==> src/logic/rpmls_pkg.sv <==
// Package for the receive/PHY control register block: offsets, fields, reset values, carriers.
// Assumes a 32-bit AXI4-Lite master and a single 40 MHz clock.
`default_nettype none

package rpmls_pkg;

  // Register byte addresses (printed offsets not all multiples of four: index times four)
  localparam logic [7:0] RPMLS_IDX_RX_PHY_CONTROL = 8'h0a;
  localparam logic [7:0] RPMLS_IDX_TX_CONTROL = 8'h0b;
  localparam logic [7:0] RPMLS_IDX_PHY_CONTROL = 8'h0c;
  localparam logic [7:0] RPMLS_IDX_PHY_STATUS = 8'h0d;
  localparam logic [9:0] RPMLS_ADDR_RX_PHY_CONTROL = {RPMLS_IDX_RX_PHY_CONTROL, 2'b00};
  localparam logic [9:0] RPMLS_ADDR_TX_CONTROL = {RPMLS_IDX_TX_CONTROL, 2'b00};
  localparam logic [9:0] RPMLS_ADDR_PHY_CONTROL = {RPMLS_IDX_PHY_CONTROL, 2'b00};
  localparam logic [9:0] RPMLS_ADDR_PHY_STATUS = {RPMLS_IDX_PHY_STATUS, 2'b00};

  // Receive/PHY control register fields
  localparam int RPMLS_POS_SPEED = 13;
  localparam int RPMLS_POS_DUPLEX = 12;
  localparam int RPMLS_POS_MAC_MAC_AUTONEG_SELECT = 11;
  localparam int RPMLS_POS_LED_A = 5;
  localparam int RPMLS_POS_LED_B = 2;
  localparam logic [15:0] RPMLS_RPC_WMASK = 16'h38fc;
  localparam logic [15:0] RPMLS_RPC_RESET = 16'h0000;

  // Transmit control (full-duplex bit) and PHY control mirror fields
  localparam int RPMLS_POS_MAC_FDX = 0;
  localparam int RPMLS_POS_PHY_SPEED = 13;
  localparam int RPMLS_POS_PHY_PHY_AUTONEG_ENABLE = 12;
  localparam int RPMLS_POS_PHY_DUPLEX = 8;
  localparam logic [15:0] RPMLS_TXC_WMASK = 16'h0001;
  localparam logic [15:0] RPMLS_PHC_WMASK = 16'h3100;
  localparam logic [15:0] RPMLS_TXC_RESET = 16'h0000;
  localparam logic [15:0] RPMLS_PHC_RESET = 16'h0000;

  // LED selector codes
  localparam logic [2:0] RPMLS_LED_ANY_LINK = 3'h0;
  localparam logic [2:0] RPMLS_LED_RSVD = 3'h1;
  localparam logic [2:0] RPMLS_LED_LINK10 = 3'h2;
  localparam logic [2:0] RPMLS_LED_FDX = 3'h3;
  localparam logic [2:0] RPMLS_LED_TXRX = 3'h4;
  localparam logic [2:0] RPMLS_LED_LINK100 = 3'h5;
  localparam logic [2:0] RPMLS_LED_RX = 3'h6;
  localparam logic [2:0] RPMLS_LED_TX = 3'h7;

  localparam logic [1:0] RPMLS_RESP_OKAY = 2'h0;
  localparam logic [1:0] RPMLS_RESP_SLVERR = 2'h2;

  // Status indications from the PHY
  typedef struct packed {
    logic link_10m_ind;
    logic full_duplex_ind;
    logic txrx_activity_ind;
    logic link_100m_ind;
    logic rx_activity_ind;
    logic tx_activity_ind;
  } rpmls_ind_type;

  // Resolved PHY mode and outcome of negotiation
  typedef struct packed {
    logic autoneg_mode;
    logic speed_100;
    logic full_duplex;
  } rpmls_mode_type;

endpackage

`default_nettype wire

==> src/logic/rpmls_top.sv <==
// Receive/PHY control register with PHY mode resolution and LED routing, AXI4-Lite slave.
// Assumes synchronous inputs on i_clk_sys, synchronous active-high reset, one access at a time.
//
// Function
// Manual mode: speed select bit sets speed, 1 is 100M, 0 is 10M
// With MAC autoneg select set, speed select bit is ignored; negotiated speed used when PHY autoneg is also set
// MAC autoneg set, PHY autoneg clear: speed from PHY control speed bit
// Manual mode: duplex select bit sets duplex, 1 full, 0 half
// With MAC autoneg select set, duplex select is ignored; negotiated duplex used when PHY autoneg is also set
// MAC autoneg set, PHY autoneg clear: duplex from PHY control duplex bit
// PHY autonegotiates only when both autoneg bits are set, otherwise manual
// Software sets both autoneg enables, advertisement, and MAC full-duplex bit
// First LED from 3-bit selector: 0 any link, 1 reserved, 2..7 indications
// Second LED has its own selector with the same encoding
// Default LED selection shows OR of 100M and 10M link
// Software writes zero to reserved bits
// 16-bit register: speed 13, duplex 12, autoneg 11, LEDs 7:5 and 4:2, reset zero
// Full-duplex bit in transmit control; clear keeps receive abort on collision active
`timescale 1ns/1ps
`default_nettype none

module rpmls_top (
  // Clock, reset, enable
  input wire logic i_clk_sys,
  input wire logic i_srst,
  input wire logic i_ce,
  // AXI4-Lite write address and data
  input wire logic i_awvalid,
  output logic o_awready,
  input wire logic [31:0] i_awaddr,
  input wire logic i_wvalid,
  output logic o_wready,
  input wire logic [31:0] i_wdata,
  input wire logic [3:0] i_wstrb,
  // AXI4-Lite write response
  output logic o_bvalid,
  input wire logic i_bready,
  output logic [1:0] o_bresp,
  // AXI4-Lite read
  input wire logic i_arvalid,
  output logic o_arready,
  input wire logic [31:0] i_araddr,
  output logic o_rvalid,
  input wire logic i_rready,
  output logic [31:0] o_rdata,
  output logic [1:0] o_rresp,
  // PHY status and negotiation outcome
  input wire rpmls_pkg::rpmls_ind_type i_ind,
  input wire logic i_mac_autoneg_select_speed_100,
  input wire logic i_mac_autoneg_select_full_duplex,
  // PHY mode, MAC duplex and LED pins
  output rpmls_pkg::rpmls_mode_type o_phy_mode,
  output logic o_mac_full_duplex_ctl,
  output logic o_rx_abort_coll_en,
  output logic o_first_led_pin,
  output logic o_second_led_pin
);

  logic [15:0] rx_phy_control_r;
  logic [15:0] tx_control_r;
  logic [15:0] phy_control_r;
  logic aw_held_r;
  logic w_held_r;
  logic [31:0] awaddr_r;
  logic [31:0] wdata_r;
  logic [3:0] wstrb_r;
  rpmls_pkg::rpmls_mode_type mode_r;
  logic led_a_r;
  logic led_b_r;
  logic fdx_r;
  logic abort_en_r;

  // LED routing; code 1 is reserved and drives the LED off
  function automatic logic led_pick(input logic [2:0] sel, input rpmls_pkg::rpmls_ind_type ind);
    logic res;
    res = 1'b0;
    case (sel)
      rpmls_pkg::RPMLS_LED_ANY_LINK: res = ind.link_100m_ind | ind.link_10m_ind;
      rpmls_pkg::RPMLS_LED_RSVD: res = 1'b0;
      rpmls_pkg::RPMLS_LED_LINK10: res = ind.link_10m_ind;
      rpmls_pkg::RPMLS_LED_FDX: res = ind.full_duplex_ind;
      rpmls_pkg::RPMLS_LED_TXRX: res = ind.txrx_activity_ind;
      rpmls_pkg::RPMLS_LED_LINK100: res = ind.link_100m_ind;
      rpmls_pkg::RPMLS_LED_RX: res = ind.rx_activity_ind;
      rpmls_pkg::RPMLS_LED_TX: res = ind.tx_activity_ind;
      default: res = 1'b0;
    endcase
    return res;
  endfunction

  // Byte-lane merge, keeping only writable bits so reserved bits stay zero
  function automatic logic [15:0] merge16(input logic [15:0] old, input logic [31:0] wd,
                                          input logic [3:0] st, input logic [15:0] wmask);
    logic [15:0] nv;
    nv = old;
    if (st[0]) begin
      nv[7:0] = wd[7:0];
    end
    if (st[1]) begin
      nv[15:8] = wd[15:8];
    end
    return nv & wmask;
  endfunction

  // Field decode
  wire logic mac_speed_select = rx_phy_control_r[rpmls_pkg::RPMLS_POS_SPEED];
  wire logic duplex_select = rx_phy_control_r[rpmls_pkg::RPMLS_POS_DUPLEX];
  wire logic mac_autoneg_select = rx_phy_control_r[rpmls_pkg::RPMLS_POS_MAC_MAC_AUTONEG_SELECT];
  wire logic [2:0] led_a_sel = rx_phy_control_r[rpmls_pkg::RPMLS_POS_LED_A +: 3];
  wire logic [2:0] led_b_sel = rx_phy_control_r[rpmls_pkg::RPMLS_POS_LED_B +: 3];
  wire logic phy_autoneg_enable = phy_control_r[rpmls_pkg::RPMLS_POS_PHY_PHY_AUTONEG_ENABLE];
  wire logic phy_speed_bit = phy_control_r[rpmls_pkg::RPMLS_POS_PHY_SPEED];
  wire logic phy_duplex_bit = phy_control_r[rpmls_pkg::RPMLS_POS_PHY_DUPLEX];
  wire logic mac_full_duplex_ctl = tx_control_r[rpmls_pkg::RPMLS_POS_MAC_FDX];

  // Mode resolution
  wire logic mac_autoneg_select_mode = mac_autoneg_select & phy_autoneg_enable;
  wire logic speed_nxt = !mac_autoneg_select ? mac_speed_select :
                         mac_autoneg_select_mode ? i_mac_autoneg_select_speed_100 :
                         phy_speed_bit;
  wire logic duplex_nxt = !mac_autoneg_select ? duplex_select :
                          mac_autoneg_select_mode ? i_mac_autoneg_select_full_duplex :
                          phy_duplex_bit;
  wire rpmls_pkg::rpmls_mode_type mode_nxt = '{autoneg_mode: mac_autoneg_select_mode, speed_100: speed_nxt,
                                               full_duplex: duplex_nxt};
  wire logic led_a_nxt = led_pick(led_a_sel, i_ind);
  wire logic led_b_nxt = led_pick(led_b_sel, i_ind);

  // Bus decode
  wire logic wr_go = aw_held_r & w_held_r & !o_bvalid;
  wire logic [9:0] wr_addr = awaddr_r[9:0];
  wire logic wr_rpc = wr_go && (wr_addr == rpmls_pkg::RPMLS_ADDR_RX_PHY_CONTROL);
  wire logic wr_txc = wr_go && (wr_addr == rpmls_pkg::RPMLS_ADDR_TX_CONTROL);
  wire logic wr_phc = wr_go && (wr_addr == rpmls_pkg::RPMLS_ADDR_PHY_CONTROL);
  wire logic wr_ro = wr_go && (wr_addr == rpmls_pkg::RPMLS_ADDR_PHY_STATUS);
  wire logic wr_hit = wr_rpc | wr_txc | wr_phc | wr_ro;
  wire logic wr_upper = (awaddr_r[31:10] != 22'h00_0000);
  wire logic rd_go = i_arvalid & o_arready;
  wire logic rd_upper = (i_araddr[31:10] != 22'h00_0000);
  wire logic [9:0] rd_addr = i_araddr[9:0];
  wire logic [15:0] status_word = {12'h000, mac_autoneg_select_mode, mode_r.speed_100, mode_r.full_duplex,
                                   abort_en_r};

  // Handshake next states; the readies are flops fed from these so no port is combinational
  wire logic aw_take = i_awvalid & o_awready;
  wire logic w_take = i_wvalid & o_wready;
  wire logic aw_held_nxt = !wr_go & (aw_held_r | aw_take);
  wire logic w_held_nxt = !wr_go & (w_held_r | w_take);
  wire logic bvalid_nxt = wr_go | (o_bvalid & !i_bready);
  wire logic rvalid_nxt = rd_go | (o_rvalid & !i_rready);
  logic [15:0] rd_word;
  logic rd_ok;
  always_comb begin
    rd_word = 16'h0000;
    rd_ok = !rd_upper;
    case (rd_addr)
      rpmls_pkg::RPMLS_ADDR_RX_PHY_CONTROL: rd_word = rx_phy_control_r;
      rpmls_pkg::RPMLS_ADDR_TX_CONTROL: rd_word = tx_control_r;
      rpmls_pkg::RPMLS_ADDR_PHY_CONTROL: rd_word = phy_control_r;
      rpmls_pkg::RPMLS_ADDR_PHY_STATUS: rd_word = status_word;
      default: rd_ok = 1'b0;
    endcase
  end

  // Write channel state
  always_ff @(posedge i_clk_sys) begin
    if (i_srst) begin
      aw_held_r <= 1'b0;
      w_held_r <= 1'b0;
      o_bvalid <= 1'b0;
    end else if (i_ce) begin
      aw_held_r <= aw_held_nxt;
      w_held_r <= w_held_nxt;
      o_bvalid <= bvalid_nxt;
    end
  end

  // Write payloads and response code
  always_ff @(posedge i_clk_sys) begin
    if (i_srst) begin
      awaddr_r <= 32'h0000_0000;
      wdata_r <= 32'h0000_0000;
      wstrb_r <= 4'h0;
      o_bresp <= rpmls_pkg::RPMLS_RESP_OKAY;
    end else if (i_ce) begin
      if (aw_take) begin
        awaddr_r <= i_awaddr;
      end
      if (w_take) begin
        wdata_r <= i_wdata;
        wstrb_r <= i_wstrb;
      end
      if (wr_go) begin
        o_bresp <= (wr_hit && !wr_upper) ? rpmls_pkg::RPMLS_RESP_OKAY :
                   rpmls_pkg::RPMLS_RESP_SLVERR;
      end
    end
  end

  // Ready flops; high after reset, low while a channel is held or an answer waits
  always_ff @(posedge i_clk_sys) begin
    if (i_srst) begin
      o_awready <= 1'b1;
      o_wready <= 1'b1;
      o_arready <= 1'b1;
    end else if (i_ce) begin
      o_awready <= !aw_held_nxt & !bvalid_nxt;
      o_wready <= !w_held_nxt & !bvalid_nxt;
      o_arready <= !rvalid_nxt;
    end
  end

  // Register file; reserved bits masked off on write
  always_ff @(posedge i_clk_sys) begin
    if (i_srst) begin
      rx_phy_control_r <= rpmls_pkg::RPMLS_RPC_RESET;
      tx_control_r <= rpmls_pkg::RPMLS_TXC_RESET;
      phy_control_r <= rpmls_pkg::RPMLS_PHC_RESET;
    end else if (i_ce && !wr_upper) begin
      if (wr_rpc) begin
        rx_phy_control_r <= merge16(rx_phy_control_r, wdata_r, wstrb_r,
                                    rpmls_pkg::RPMLS_RPC_WMASK);
      end
      if (wr_txc) begin
        tx_control_r <= merge16(tx_control_r, wdata_r, wstrb_r, rpmls_pkg::RPMLS_TXC_WMASK);
      end
      if (wr_phc) begin
        phy_control_r <= merge16(phy_control_r, wdata_r, wstrb_r, rpmls_pkg::RPMLS_PHC_WMASK);
      end
    end
  end

  // Read channel; one cycle to rvalid
  always_ff @(posedge i_clk_sys) begin
    if (i_srst) begin
      o_rvalid <= 1'b0;
      o_rdata <= 32'h0000_0000;
      o_rresp <= rpmls_pkg::RPMLS_RESP_OKAY;
    end else if (i_ce) begin
      if (rd_go) begin
        o_rvalid <= 1'b1;
        o_rdata <= rd_ok ? {16'h0000, rd_word} : 32'h0000_0000;
        o_rresp <= rd_ok ? rpmls_pkg::RPMLS_RESP_OKAY : rpmls_pkg::RPMLS_RESP_SLVERR;
      end else if (o_rvalid && i_rready) begin
        o_rvalid <= 1'b0;
      end
    end
  end

  // Registered pin outputs; one cycle behind their causes
  always_ff @(posedge i_clk_sys) begin
    if (i_srst) begin
      mode_r <= '0;
      led_a_r <= 1'b0;
      led_b_r <= 1'b0;
      fdx_r <= 1'b0;
      abort_en_r <= 1'b1;
    end else if (i_ce) begin
      mode_r <= mode_nxt;
      led_a_r <= led_a_nxt;
      led_b_r <= led_b_nxt;
      fdx_r <= mac_full_duplex_ctl;
      abort_en_r <= !mac_full_duplex_ctl;
    end
  end

  assign o_phy_mode = mode_r;
  assign o_first_led_pin = led_a_r;
  assign o_second_led_pin = led_b_r;
  assign o_mac_full_duplex_ctl = fdx_r;
  assign o_rx_abort_coll_en = abort_en_r;

endmodule

`default_nettype wire

==> config.mk <==
export PLATFORM = sky130hd
export DESIGN_NAME = rpmls_top
export DESIGN_NICKNAME = d
export VERILOG_FILES = /design/src/logic/rpmls_pkg.sv /design/src/logic/rpmls_top.sv
export SDC_FILE = /design/constraint.sdc
export NUM_CORES = 1
export LEC_CHECK = 0
export BUFFER_PORTS_ARGS = -buffer_cell sky130_fd_sc_hd__buf_2
export CAP_MARGIN = 20
export CORE_ASPECT_RATIO = 0.9
export CORE_UTILIZATION = 45
export CTS_CLUSTER_SIZE = 14
export DETAILED_ROUTE_END_ITERATION = 10
export GPL_TIMING_DRIVEN = 0
export PLACE_DENSITY = 0.76
export SYNTH_ARGS = -nofsm -noshare
export SYNTH_HDL_FRONTEND = slang
export SYNTH_SLANG_ARGS = --single-unit
==> constraint.sdc <==
create_clock -name i_clk_sys -period 2.2 [get_ports i_clk_sys]
set_input_delay 0.22 -clock i_clk_sys [delete_from_list [all_inputs] [get_ports i_clk_sys]]
set_output_delay 0.22 -clock i_clk_sys [all_outputs]
set_load 0.1 [all_outputs]
==> results of run 1 <==
==> registers in the layout (all words and copies together) (netlist names), 2 cells and up <==
name / count
o_phy_mode: 3
o_rdata: 12
phy_control_r: 3
wstrb_r: 2
wdata_r: 11
rx_phy_control_r: 9
awaddr_r: 32
==> final timing paths <==
check	start	to	slack [ns]	cells after the start
worst max-delay path	awaddr_r[8]	phy_control_r[13]	0.30	5
worst min-delay path	i_awaddr[21]	awaddr_r[21]	0.09	3
worst max register to register	awaddr_r[8]	phy_control_r[13]	0.30	5
worst min register to register	wdata_r[4]	wdata_r[4]	0.46	2
==> layer usage <==
metal | GRT usage (%) | vias up | wire, µm
met5 | 0 | - | 0
met4 | 7.87 | 0 | 186
met3 | 6.33 | 17 | 631
met2 | 39.7 | 132 | 4720
met1 | 26.1 | 1644 | 4180
li1 | - | 1842 | -
==> worst reg2reg max path, stage by stage, from the launching register on <==
cell	delay [ns]
dfxtp_1	0.32
nor4_1	0.29
nand4_1	0.35
or4_1	0.56
buf_2	0.17
mux2i_1	0.12
==> layout by cell type (no fill, tap or decap), types with 5 or more instances in the layout <==
cell,netlist,layout
nor2b_1,5,5
nor2_1,12,12
o21ai_0,15,15
dfxtp_1,86,85
a21oi_1,56,56
clkbuf_8,0,10
nand2_1,113,113
mux2i_1,20,20
conb_1,1,22
nand2b_1,26,26
buf_2,2,120
nor3_1,5,5
nand3_1,6,6
nor4_1,14,14
inv_1,5,5
clkbuf_1,25,25
buf_4,22,22
==> Yosys cell counts, types with 3 or more instances <==
| library cell | n |
|---|---|
| nor4_1 | 14 |
| a211oi_1 | 4 |
| nand4_1 | 4 |
| nor2b_1 | 5 |
| nor2_1 | 12 |
| inv_1 | 5 |
| dfxtp_1 | 86 |
| nand2b_1 | 26 |
| a21oi_1 | 56 |
| nand3b_1 | 3 |
| nand2_1 | 113 |
| and3_1 | 3 |
| nor4_4 | 3 |
| nand3_1 | 6 |
| nor3_1 | 5 |
| buf_4 | 22 |
| o21ai_0 | 15 |
| clkbuf_1 | 25 |
| mux2i_1 | 20 |
==> power breakdown <==
part	switching [mW]	internal (mW)
combinational	0.415	0.172
clock	0.581	0.447
sequential	0.0350	1.61
total	1.03	2.23
==> layout make-up <==
type	instances	area (µm²)
Buffer	49	269
Clock buffer	10	138
Clock inverter	6	43.8
Fill cell	762	3330
Inverter	5	18.8
Multi-Input combinational cell	339	1870
Sequential cell	86	1720
Tap cell	99	124
Timing Repair Buffer	118	591
==> metrics by stage <==
stage | power (mW) | setup WS [ns] | instance area, µm² | hold WS [ns] | utilization (%)
3_3_place_gp | 2.25 | 0.334 | 4590 | 0.432 | 56.7
2_1_floorplan | 2.10 | 0.0252 | 3880 | 0.325 | -
3_5_place_dp | 2.26 | 0.302 | 4590 | 0.445 | 56.7
6_report | 3.26 | 0.297 | 4780 | 0.0900 | 58.9
5_1_grt | 3.39 | 0.110 | 4780 | 0.0783 | 58.9
4_1_cts | 3.27 | 0.300 | 4780 | 0.0819 | 58.9
==> cell families (layout without fill, tap and decap cells) <==
group / Yosys count / after routing
AOI/OAI and AO/OA: 89 / 89
xor gates and xnor gates: 1 / 1
buffers and inverters: 54 / 188
DFF: 86 / 86
muxes: 21 / 21
other: 1 / 22
and+or+nand+nor: 206 / 206
==> metrics.md, run 1 <==
| Metric | Value |
|---|---|
| Number of port buffers | 118 |
| Fin crit period | 1.90 ns |
| Async SR Flop Fraction | 0% |
| CTS buffer count | 9 |
| Delay-heaviest family, CP | simple AND/OR/NAND/NOR gates |
| Final Max Slew Viols | 0 |
| CTS tree | built |
| Distinct cells, synth | 41 |
| VDD IR-drop max | 0.346 mV |
| Yosys top cell area share | 45.3% |
| Drt via density | 5.11 |
| Vias | 3635 |
| RSZ-0062 raised after global routing | no |
| Final setup vio count | 0 |
| Crit Path Max Fanout | 5 |
| Area growth from synthesis to layout | 25.7% |
| Syn. warnings | 0 |
| Antenna violations before repair | 0 |
| Post-synth EDFFs | 0 |
| Crit path kind | reg -> reg |
| First-pass GRT wire length | 15300 µm |
| DRC | 0 |
| Core area | 8110 µm² |
| WL/cell | 13.7 µm |
| Hold violation total from the final report | 0 |
| Synth Flop Type | dfxtp_1 |
| # Max-Cap Violations | 0 |
| Layout cells sized above 1 | 27.1% |
| Die X | 98.9 µm |
| Root Buffer | clkbuf_8 |
| Post-Synth Simple-Gate Area | 27.8% |
| Max Root-Sink Buffers | 2 |
| Complex-gate fraction of the synthesized area | 13.1% |
| Status | complete, no violations |
| #FFs+latches synth | 86 |
| Clock Latency Late Sink | 0.36 ns |
| Clk sink count | 86 |
| Mux cell area share after synthesis | 5.86% |
| Max_slew headroom | 61.2% |
| Sequential share of the synthesized area | 45.3% |
| Leak pwr | 1.96 nW |
| Clock-pin slew on the worst setup and hold paths | 0.09 ns |
| Mapped Cells | 458 |
| Final Skew | 0.0104 ns |
| Die area | 8820 µm² |
| Cell taking the most area after synthesis | dfxtp_1 |
| Buffers plus inverters on the worst setup path | 1 |
| Worst setup EP type | flip-flop |
| Nets@finish | 724 |
| Post-Synth Adder-Cell Area | 0% |
| Grt total ovfl | 0 |
| Post-CTS sizing | 0 |
| Max Fclk | 0.526 GHz |
| Wirelength, routed | 9720 µm |
| Slowest cell on the critical path | or4_1 |
| Initial DRC Count | 80 |
| Fin crit share | 86.5% |
| Setup bufs post-CTS | 0 |
| H-tree levels | 3 |
| Row Count | 31 |
| Die Y | 89.2 µm |
| Routability cong. | 0.803 |
| Xor and xnor fraction of the mapped netlist area | 0.230% |
| Power density over the cells | 682 nW/µm² |
| 1st-pass router iterations | 4 |
| Starting Density | 46.9% |
| I/O pins | 164 |
| Hpwl dp | 7560 µm |
| Largest net degree at the start of global routing | 16 |
| ANT cells | 0 |
| Crit path launch type | flip-flop |
| Critical path arrival | 2.15 ns |
| Post-Syn Area | 3800 µm² |
| Crit-path max cell delay | 0.56 ns |
| Post-Place Cells | 696 |
| Syn_area_per_cell | 8.30 µm² |
| Antenna Nets Post-Route | 0 |
| Largest family of logic cells by synthesized area | simple AND/OR/NAND/NOR gates |
| CP required | 2.45 ns |
| Layout Cells excl Fill | 712 |
| Gr usage total | 22.3% |
| Actual slew at the worst max-slew pin | 0.578 ns |
| Final setup TNS | 0 ns |
| Critical Path, Cell by Cell | nor4_1 -> nand4_1 -> or4_1 -> buf_2 -> mux2i_1 |
| CTS Hold Bufs | 0 |
| Largest cells by area after synthesis | dfxtp_1, nand2_1, a21oi_1 |
| Vias in the first global route | 3422 |
| Hold crit path type | in -> reg |
Power figures use the tool's default switching activity.
==> run 2, diff against run 1 <==
--- a/config.mk
+++ b/config.mk
@@ -8,11 +8,11 @@
 export BUFFER_PORTS_ARGS = -buffer_cell sky130_fd_sc_hd__buf_2
 export CAP_MARGIN = 20
 export CORE_ASPECT_RATIO = 0.9
-export CORE_UTILIZATION = 45
+export CORE_UTILIZATION = 40
 export CTS_CLUSTER_SIZE = 14
 export DETAILED_ROUTE_END_ITERATION = 10
 export GPL_TIMING_DRIVEN = 0
-export PLACE_DENSITY = 0.76
+export PLACE_DENSITY = 0.69
 export SYNTH_ARGS = -nofsm -noshare
 export SYNTH_HDL_FRONTEND = slang
 export SYNTH_SLANG_ARGS = --single-unit
==> run 2 against run 1 <==
  * Non-clock buffer count did not move
  * Routed wire length down 0.16%
  * Worst hold slack gained 0.0075 ns
  * First-iteration DRC count rose by 110%
  * Largest cell class unchanged
  * Largest power group unchanged
==> metrics.md, run 2 (synthesis gave the netlist of run 1 again) <==
| Metric | Value |
|---|---|
| Status | complete, no violations |
| Largest net degree at the start of global routing | 15 |
| Crit Path Max Fanout | 5 |
| Max reg flops | 32 |
| CTS buffer count | 9 |
| Vias in the first global route | 3344 |
| Clock-pin slew on the worst setup and hold paths | 0.09 ns |
| Post-Place Cells | 719 |
| Largest reg by FF count | awaddr_r |
| Root Buffer | clkbuf_8 |
| Crit-path max cell delay | 0.56 ns |
| Commonest non-fill, non-tap cell in the layout | buf_2 |
| Buffers plus inverters on the worst setup path | 1 |
| Antenna violations before repair | 0 |
| Worst setup EP type | flip-flop |
| 1st-pass router iterations | 4 |
| ANT cells | 0 |
| Die Y | 94.5 µm |
| Filler cells | 900 |
| Final Max Slew Viols | 0 |
| Fin crit share | 87.0% |
| Post-CTS sizing | 0 |
| Routability cong. | 0.832 |
| H-tree levels | 3 |
| Fin crit period | 1.92 ns |
| GR Util met1 | 24.3% |
| Hold crit path type | in -> reg |
| Final setup vio count | 0 |
| Power density over the cells | 712 nW/µm² |
| Die X | 105 µm |
| Grt met3 use | 4.55% |
| Clk sink count | 86 |
| Max Root-Sink Buffers | 2 |
| Grt total ovfl | 0 |
| I/O pins | 164 |
| Final Skew | 0.0136 ns |
| GR peak layer | met2 |
| Nets@finish | 724 |
| Vias | 3583 |
| Critical Path, Cell by Cell | nor4b_2 -> nand4_1 -> or4_1 -> buf_2 -> mux2i_1 |
| Gr usage total | 19.8% |
| Clock Latency Late Sink | 0.35 ns |
| Area growth from synthesis to layout | 27.6% |
| Antenna Nets Post-Route | 0 |
| Number of port buffers | 118 |
| Delay-heaviest family, CP | simple AND/OR/NAND/NOR gates |
| Final setup TNS | 0 ns |
| Max Fclk | 0.522 GHz |
| First-pass GRT wire length | 15400 µm |
| WHS | 0.0974 ns |
| Leak pwr | 1.97 nW |
| Hold violation total from the final report | 0 |
| Die area | 9890 µm² |
| Slowest cell on the critical path | or4_1 |
| VDD IR-drop max | 0.335 mV |
| Commonest cells after routing, fill and taps aside | buf_2, nand2_1, dfxtp_1 |
| Biggest regs | awaddr_r (32), o_rdata (12), wdata_r (11) |
| CTS Hold Bufs | 0 |
| WL/cell | 13.2 µm |
| CTS tree | built |
| Critical path arrival | 2.15 ns |
| Fin worst setup slack | 0.285 ns |
| Layout Cells excl Fill | 735 |
| Max_slew headroom | 60.2% |
| Crit path kind | reg -> reg |
| Drt via density | 4.87 |
| Met2 usage | 34.6% |
| Core area | 9170 µm² |
| Layout cells sized above 1 | 26.9% |
| Actual slew at the worst max-slew pin | 0.597 ns |
| Row Count | 33 |
| # Max-Cap Violations | 0 |
| Starting Density | 41.5% |
| Crit path launch type | flip-flop |
| Hpwl dp | 7650 µm |
| Pre-CTS WS | 0.301 ns |
| Setup bufs post-CTS | 0 |
| RSZ-0062 raised after global routing | no |
| Initial DRC Count | 168 |
| CP required | 2.44 ns |
| DRC | 0 |
| Wirelength, routed | 9700 µm |
run 2: cell types whose count changed in the layout (fill, tap and decap cells not counted), sizes merged:
cell,change
clkinv,-3
bufinv,+2
clkinvlp,+2
inv,-2
clkbuf,+1
run 2: path summary, 6_finish.rpt:
path	from	end	slack [ns]	cells past startpoint
setup / recovery	awaddr_r[6]	phy_control_r[8]	0.28	5
hold / removal	i_awaddr[5]	awaddr_r[5]	0.1	3
setup reg to reg	awaddr_r[6]	phy_control_r[8]	0.28	5
hold reg to reg	o_rdata[7]	o_rdata[7]	0.45	2
run 2: per-stage QoR:
stage	utilization (%)	total power, mW	instance area [µm²]
3_5_place_dp	50.4	2.26	4620
3_3_place_gp	50.4	2.25	4620
4_1_cts	52.9	3.48	4850
5_1_grt	52.9	3.58	4850
6_report	52.9	3.45	4850
2_1_floorplan	-	2.10	3880
run 2: metal layers:
layer	part of all wire (%)	wire length, µm
met1	46	4440
met2	46	4440
met3	6.9	669
met4	1.6	160
met5	0	0
run 2: layout make-up:
class                           count  area, µm²  share of cell area [%]
Clock inverter                      5       82.6                    1.70
Buffer                             49        269                    5.55
Inverter                            5       18.8                   0.387
Tap cell                          122        153                    3.15
Multi-Input combinational cell    339       1870                    38.6
Clock buffer                       11        141                    2.92
Timing Repair Buffer              118        591                    12.2
Sequential cell                    86       1720                    35.5
run 2: power breakdown:
part | internal (mW) | total, mW | switching (mW) | leakage, nW
sequential | 1.61 | 1.64 | 0.0337 | 0.699
clock | 0.671 | 1.22 | 0.551 | 0.102
combinational | 0.172 | 0.589 | 0.417 | 1.17
total | 2.45 | 3.45 | 1.00 | 1.97
run 2: tightest hold or removal path, delay by kind of cell:
| family | cells | cell delay (ns) |
|---|---|---|
| buffers and inverters | 1 | 0.09 |
| AOI/OAI and AO/OA | 1 | 0.05 |
| and+or+nand+nor | 1 | 0.04 |
==> run 3, diff against run 2 <==
--- a/config.mk
+++ b/config.mk
@@ -8,11 +8,11 @@
 export BUFFER_PORTS_ARGS = -buffer_cell sky130_fd_sc_hd__buf_2
 export CAP_MARGIN = 20
 export CORE_ASPECT_RATIO = 0.9
-export CORE_UTILIZATION = 40
+export CORE_UTILIZATION = 48
 export CTS_CLUSTER_SIZE = 14
 export DETAILED_ROUTE_END_ITERATION = 10
 export GPL_TIMING_DRIVEN = 0
-export PLACE_DENSITY = 0.69
+export PLACE_DENSITY = 0.81
 export SYNTH_ARGS = -nofsm -noshare
 export SYNTH_HDL_FRONTEND = slang
 export SYNTH_SLANG_ARGS = --single-unit
==> run 3 against run 2 <==
  * Sequential power about the same
  * Highest routed layer unchanged
  * Via count up 1.1%
  * Total power up 4.7%
==> metrics.md, run 3 (synthesis gave the netlist of run 1 again) <==
| Metric | Value |
|---|---|
| Slowest cell on the critical path | or4_1 |
| Routability cong. | 0.792 |
| # Max-Cap Violations | 0 |
| RSZ-0062 raised after global routing | no |
| VDD IR-drop max | 0.388 mV |
| Commonest cells after routing, fill and taps aside | buf_2, nand2_1, dfxtp_1 |
| Buffers plus inverters on the worst setup path | 1 |
| Hpwl dp | 7460 µm |
| Die Y | 86.4 µm |
| Max Fclk | 0.517 GHz |
| Final Max Slew Viols | 0 |
| DRC | 0 |
| 1st-pass router iterations | 4 |
| H-tree levels | 3 |
| Final setup vio count | 0 |
| Biggest regs | awaddr_r (32), o_rdata (12), wdata_r (11) |
| Row Count | 30 |
| Die X | 95.8 µm |
| Area growth from synthesis to layout | 27.4% |
| Status | complete, no violations |
| CTS tree | built |
| First-pass GRT wire length | 15300 µm |
| Crit path launch type | flip-flop |
| Core area | 7620 µm² |
| Power density over the cells | 746 nW/µm² |
| Commonest non-fill, non-tap cell in the layout | buf_2 |
| Starting Density | 49.9% |
| Final Core Density | 63.5% |
| CP required | 2.43 ns |
| Clk sink count | 86 |
| Fin worst setup slack | 0.268 ns |
| Die area | 8280 µm² |
| Gr usage total | 24.1% |
| I/O pins | 164 |
| Delay-heaviest family, CP | simple AND/OR/NAND/NOR gates |
| Clock-pin slew on the worst setup and hold paths | 0.08 ns |
| Final Instance Area | 4840 µm² |
| Pre-CTS WS | 0.301 ns |
| Post-CTS sizing | 0 |
| Critical path arrival | 2.17 ns |
| Nets@finish | 724 |
| Max_slew headroom | 62.2% |
| Antenna Nets Post-Route | 0 |
| Fin crit period | 1.93 ns |
| Max Root-Sink Buffers | 2 |
| Crit path kind | reg -> reg |
| CTS buffer count | 9 |
| Vias | 3623 |
| WHS | 0.102 ns |
| Setup bufs post-CTS | 0 |
| Root Buffer | clkbuf_8 |
| Clock Latency Late Sink | 0.35 ns |
| Initial DRC Count | 128 |
| Final Skew | 0.00562 ns |
| Final setup TNS | 0 ns |
| Actual slew at the worst max-slew pin | 0.563 ns |
| Leak pwr | 1.99 nW |
| Crit-path max cell delay | 0.54 ns |
| Grt total ovfl | 0 |
| Largest reg by FF count | awaddr_r |
| Vias in the first global route | 3436 |
| Wirelength, routed | 9690 µm |
| Hold violation total from the final report | 0 |
| ANT cells | 0 |
| Antenna violations before repair | 0 |
| Hold crit path type | in -> reg |
| CTS Hold Bufs | 0 |
| Worst setup EP type | flip-flop |
| Number of port buffers | 118 |
| Largest net degree at the start of global routing | 14 |
| Fin crit share | 87.8% |
| Critical Path, Cell by Cell | nor4_1 -> nand4_1 -> or4_1 -> buf_2 -> mux2i_1 |
| Max reg flops | 32 |
| WL/cell | 13.7 µm |
| Drt via density | 5.12 |
| Layout cells sized above 1 | 26.6% |
| Post-DP Area | 4590 µm² |
| Crit Path Max Fanout | 5 |
[run 3: cell types whose count changed in the layout (fill, tap and decap cells not counted)]
cell / before / now
clkinvlp_4: 3 / 0
bufinv_16: 2 / 4
clkbuf_1: 26 / 27
clkbuf_8: 10 / 9
[run 3: layout make-up]
type	instances	area (µm²)
Fill cell	672	2780
Inverter	5	18.8
Multi-Input combinational cell	339	1870
Tap cell	96	120
Sequential cell	86	1720
Buffer	49	269
Clock inverter	4	120
Clock buffer	11	131
Timing Repair Buffer	118	591
[run 3: final timing paths]
kind                start          endpoint  slack (ns)  cells past startpoint
min          i_awaddr[11]      awaddr_r[11]        0.10                      3
max reg2reg   awaddr_r[8]  phy_control_r[8]        0.27                      5
min reg2reg    o_rdata[6]        o_rdata[6]        0.45                      2
max           awaddr_r[8]  phy_control_r[8]        0.27                      5
[run 3: stage by stage]
step / power (mW) / std cells
floorplan: 2.10 / 479
global placement: 2.25 / 693
detailed placement: 2.26 / 693
CTS: 3.63 / 708
global route: 3.75 / 708
finish: 3.61 / 708
[run 3: metal layers]
layer  track usage (%)  up-vias  share of wire, %
met3              4.04       18               6.3
li1                  -     1831                 -
met2              42.0      128                48
met5                 0        -                 0
met1              29.1     1646                43
met4              10.4        0               2.1
[run 3: report_power, final]
part	total [mW]	leakage (nW)	internal [mW]	switching, mW
combinational	0.588	1.17	0.172	0.416
clock	1.38	0.124	0.864	0.519
sequential	1.64	0.699	1.61	0.0356
total	3.61	1.99	2.64	0.971
[run 3: worst register-to-register path, stage by stage (launching register included)]
cell	delay, ns
dfxtp_1	0.32
nor4_1	0.34
nand4_1	0.33
or4_1	0.54
buf_2	0.16
mux2i_1	0.12
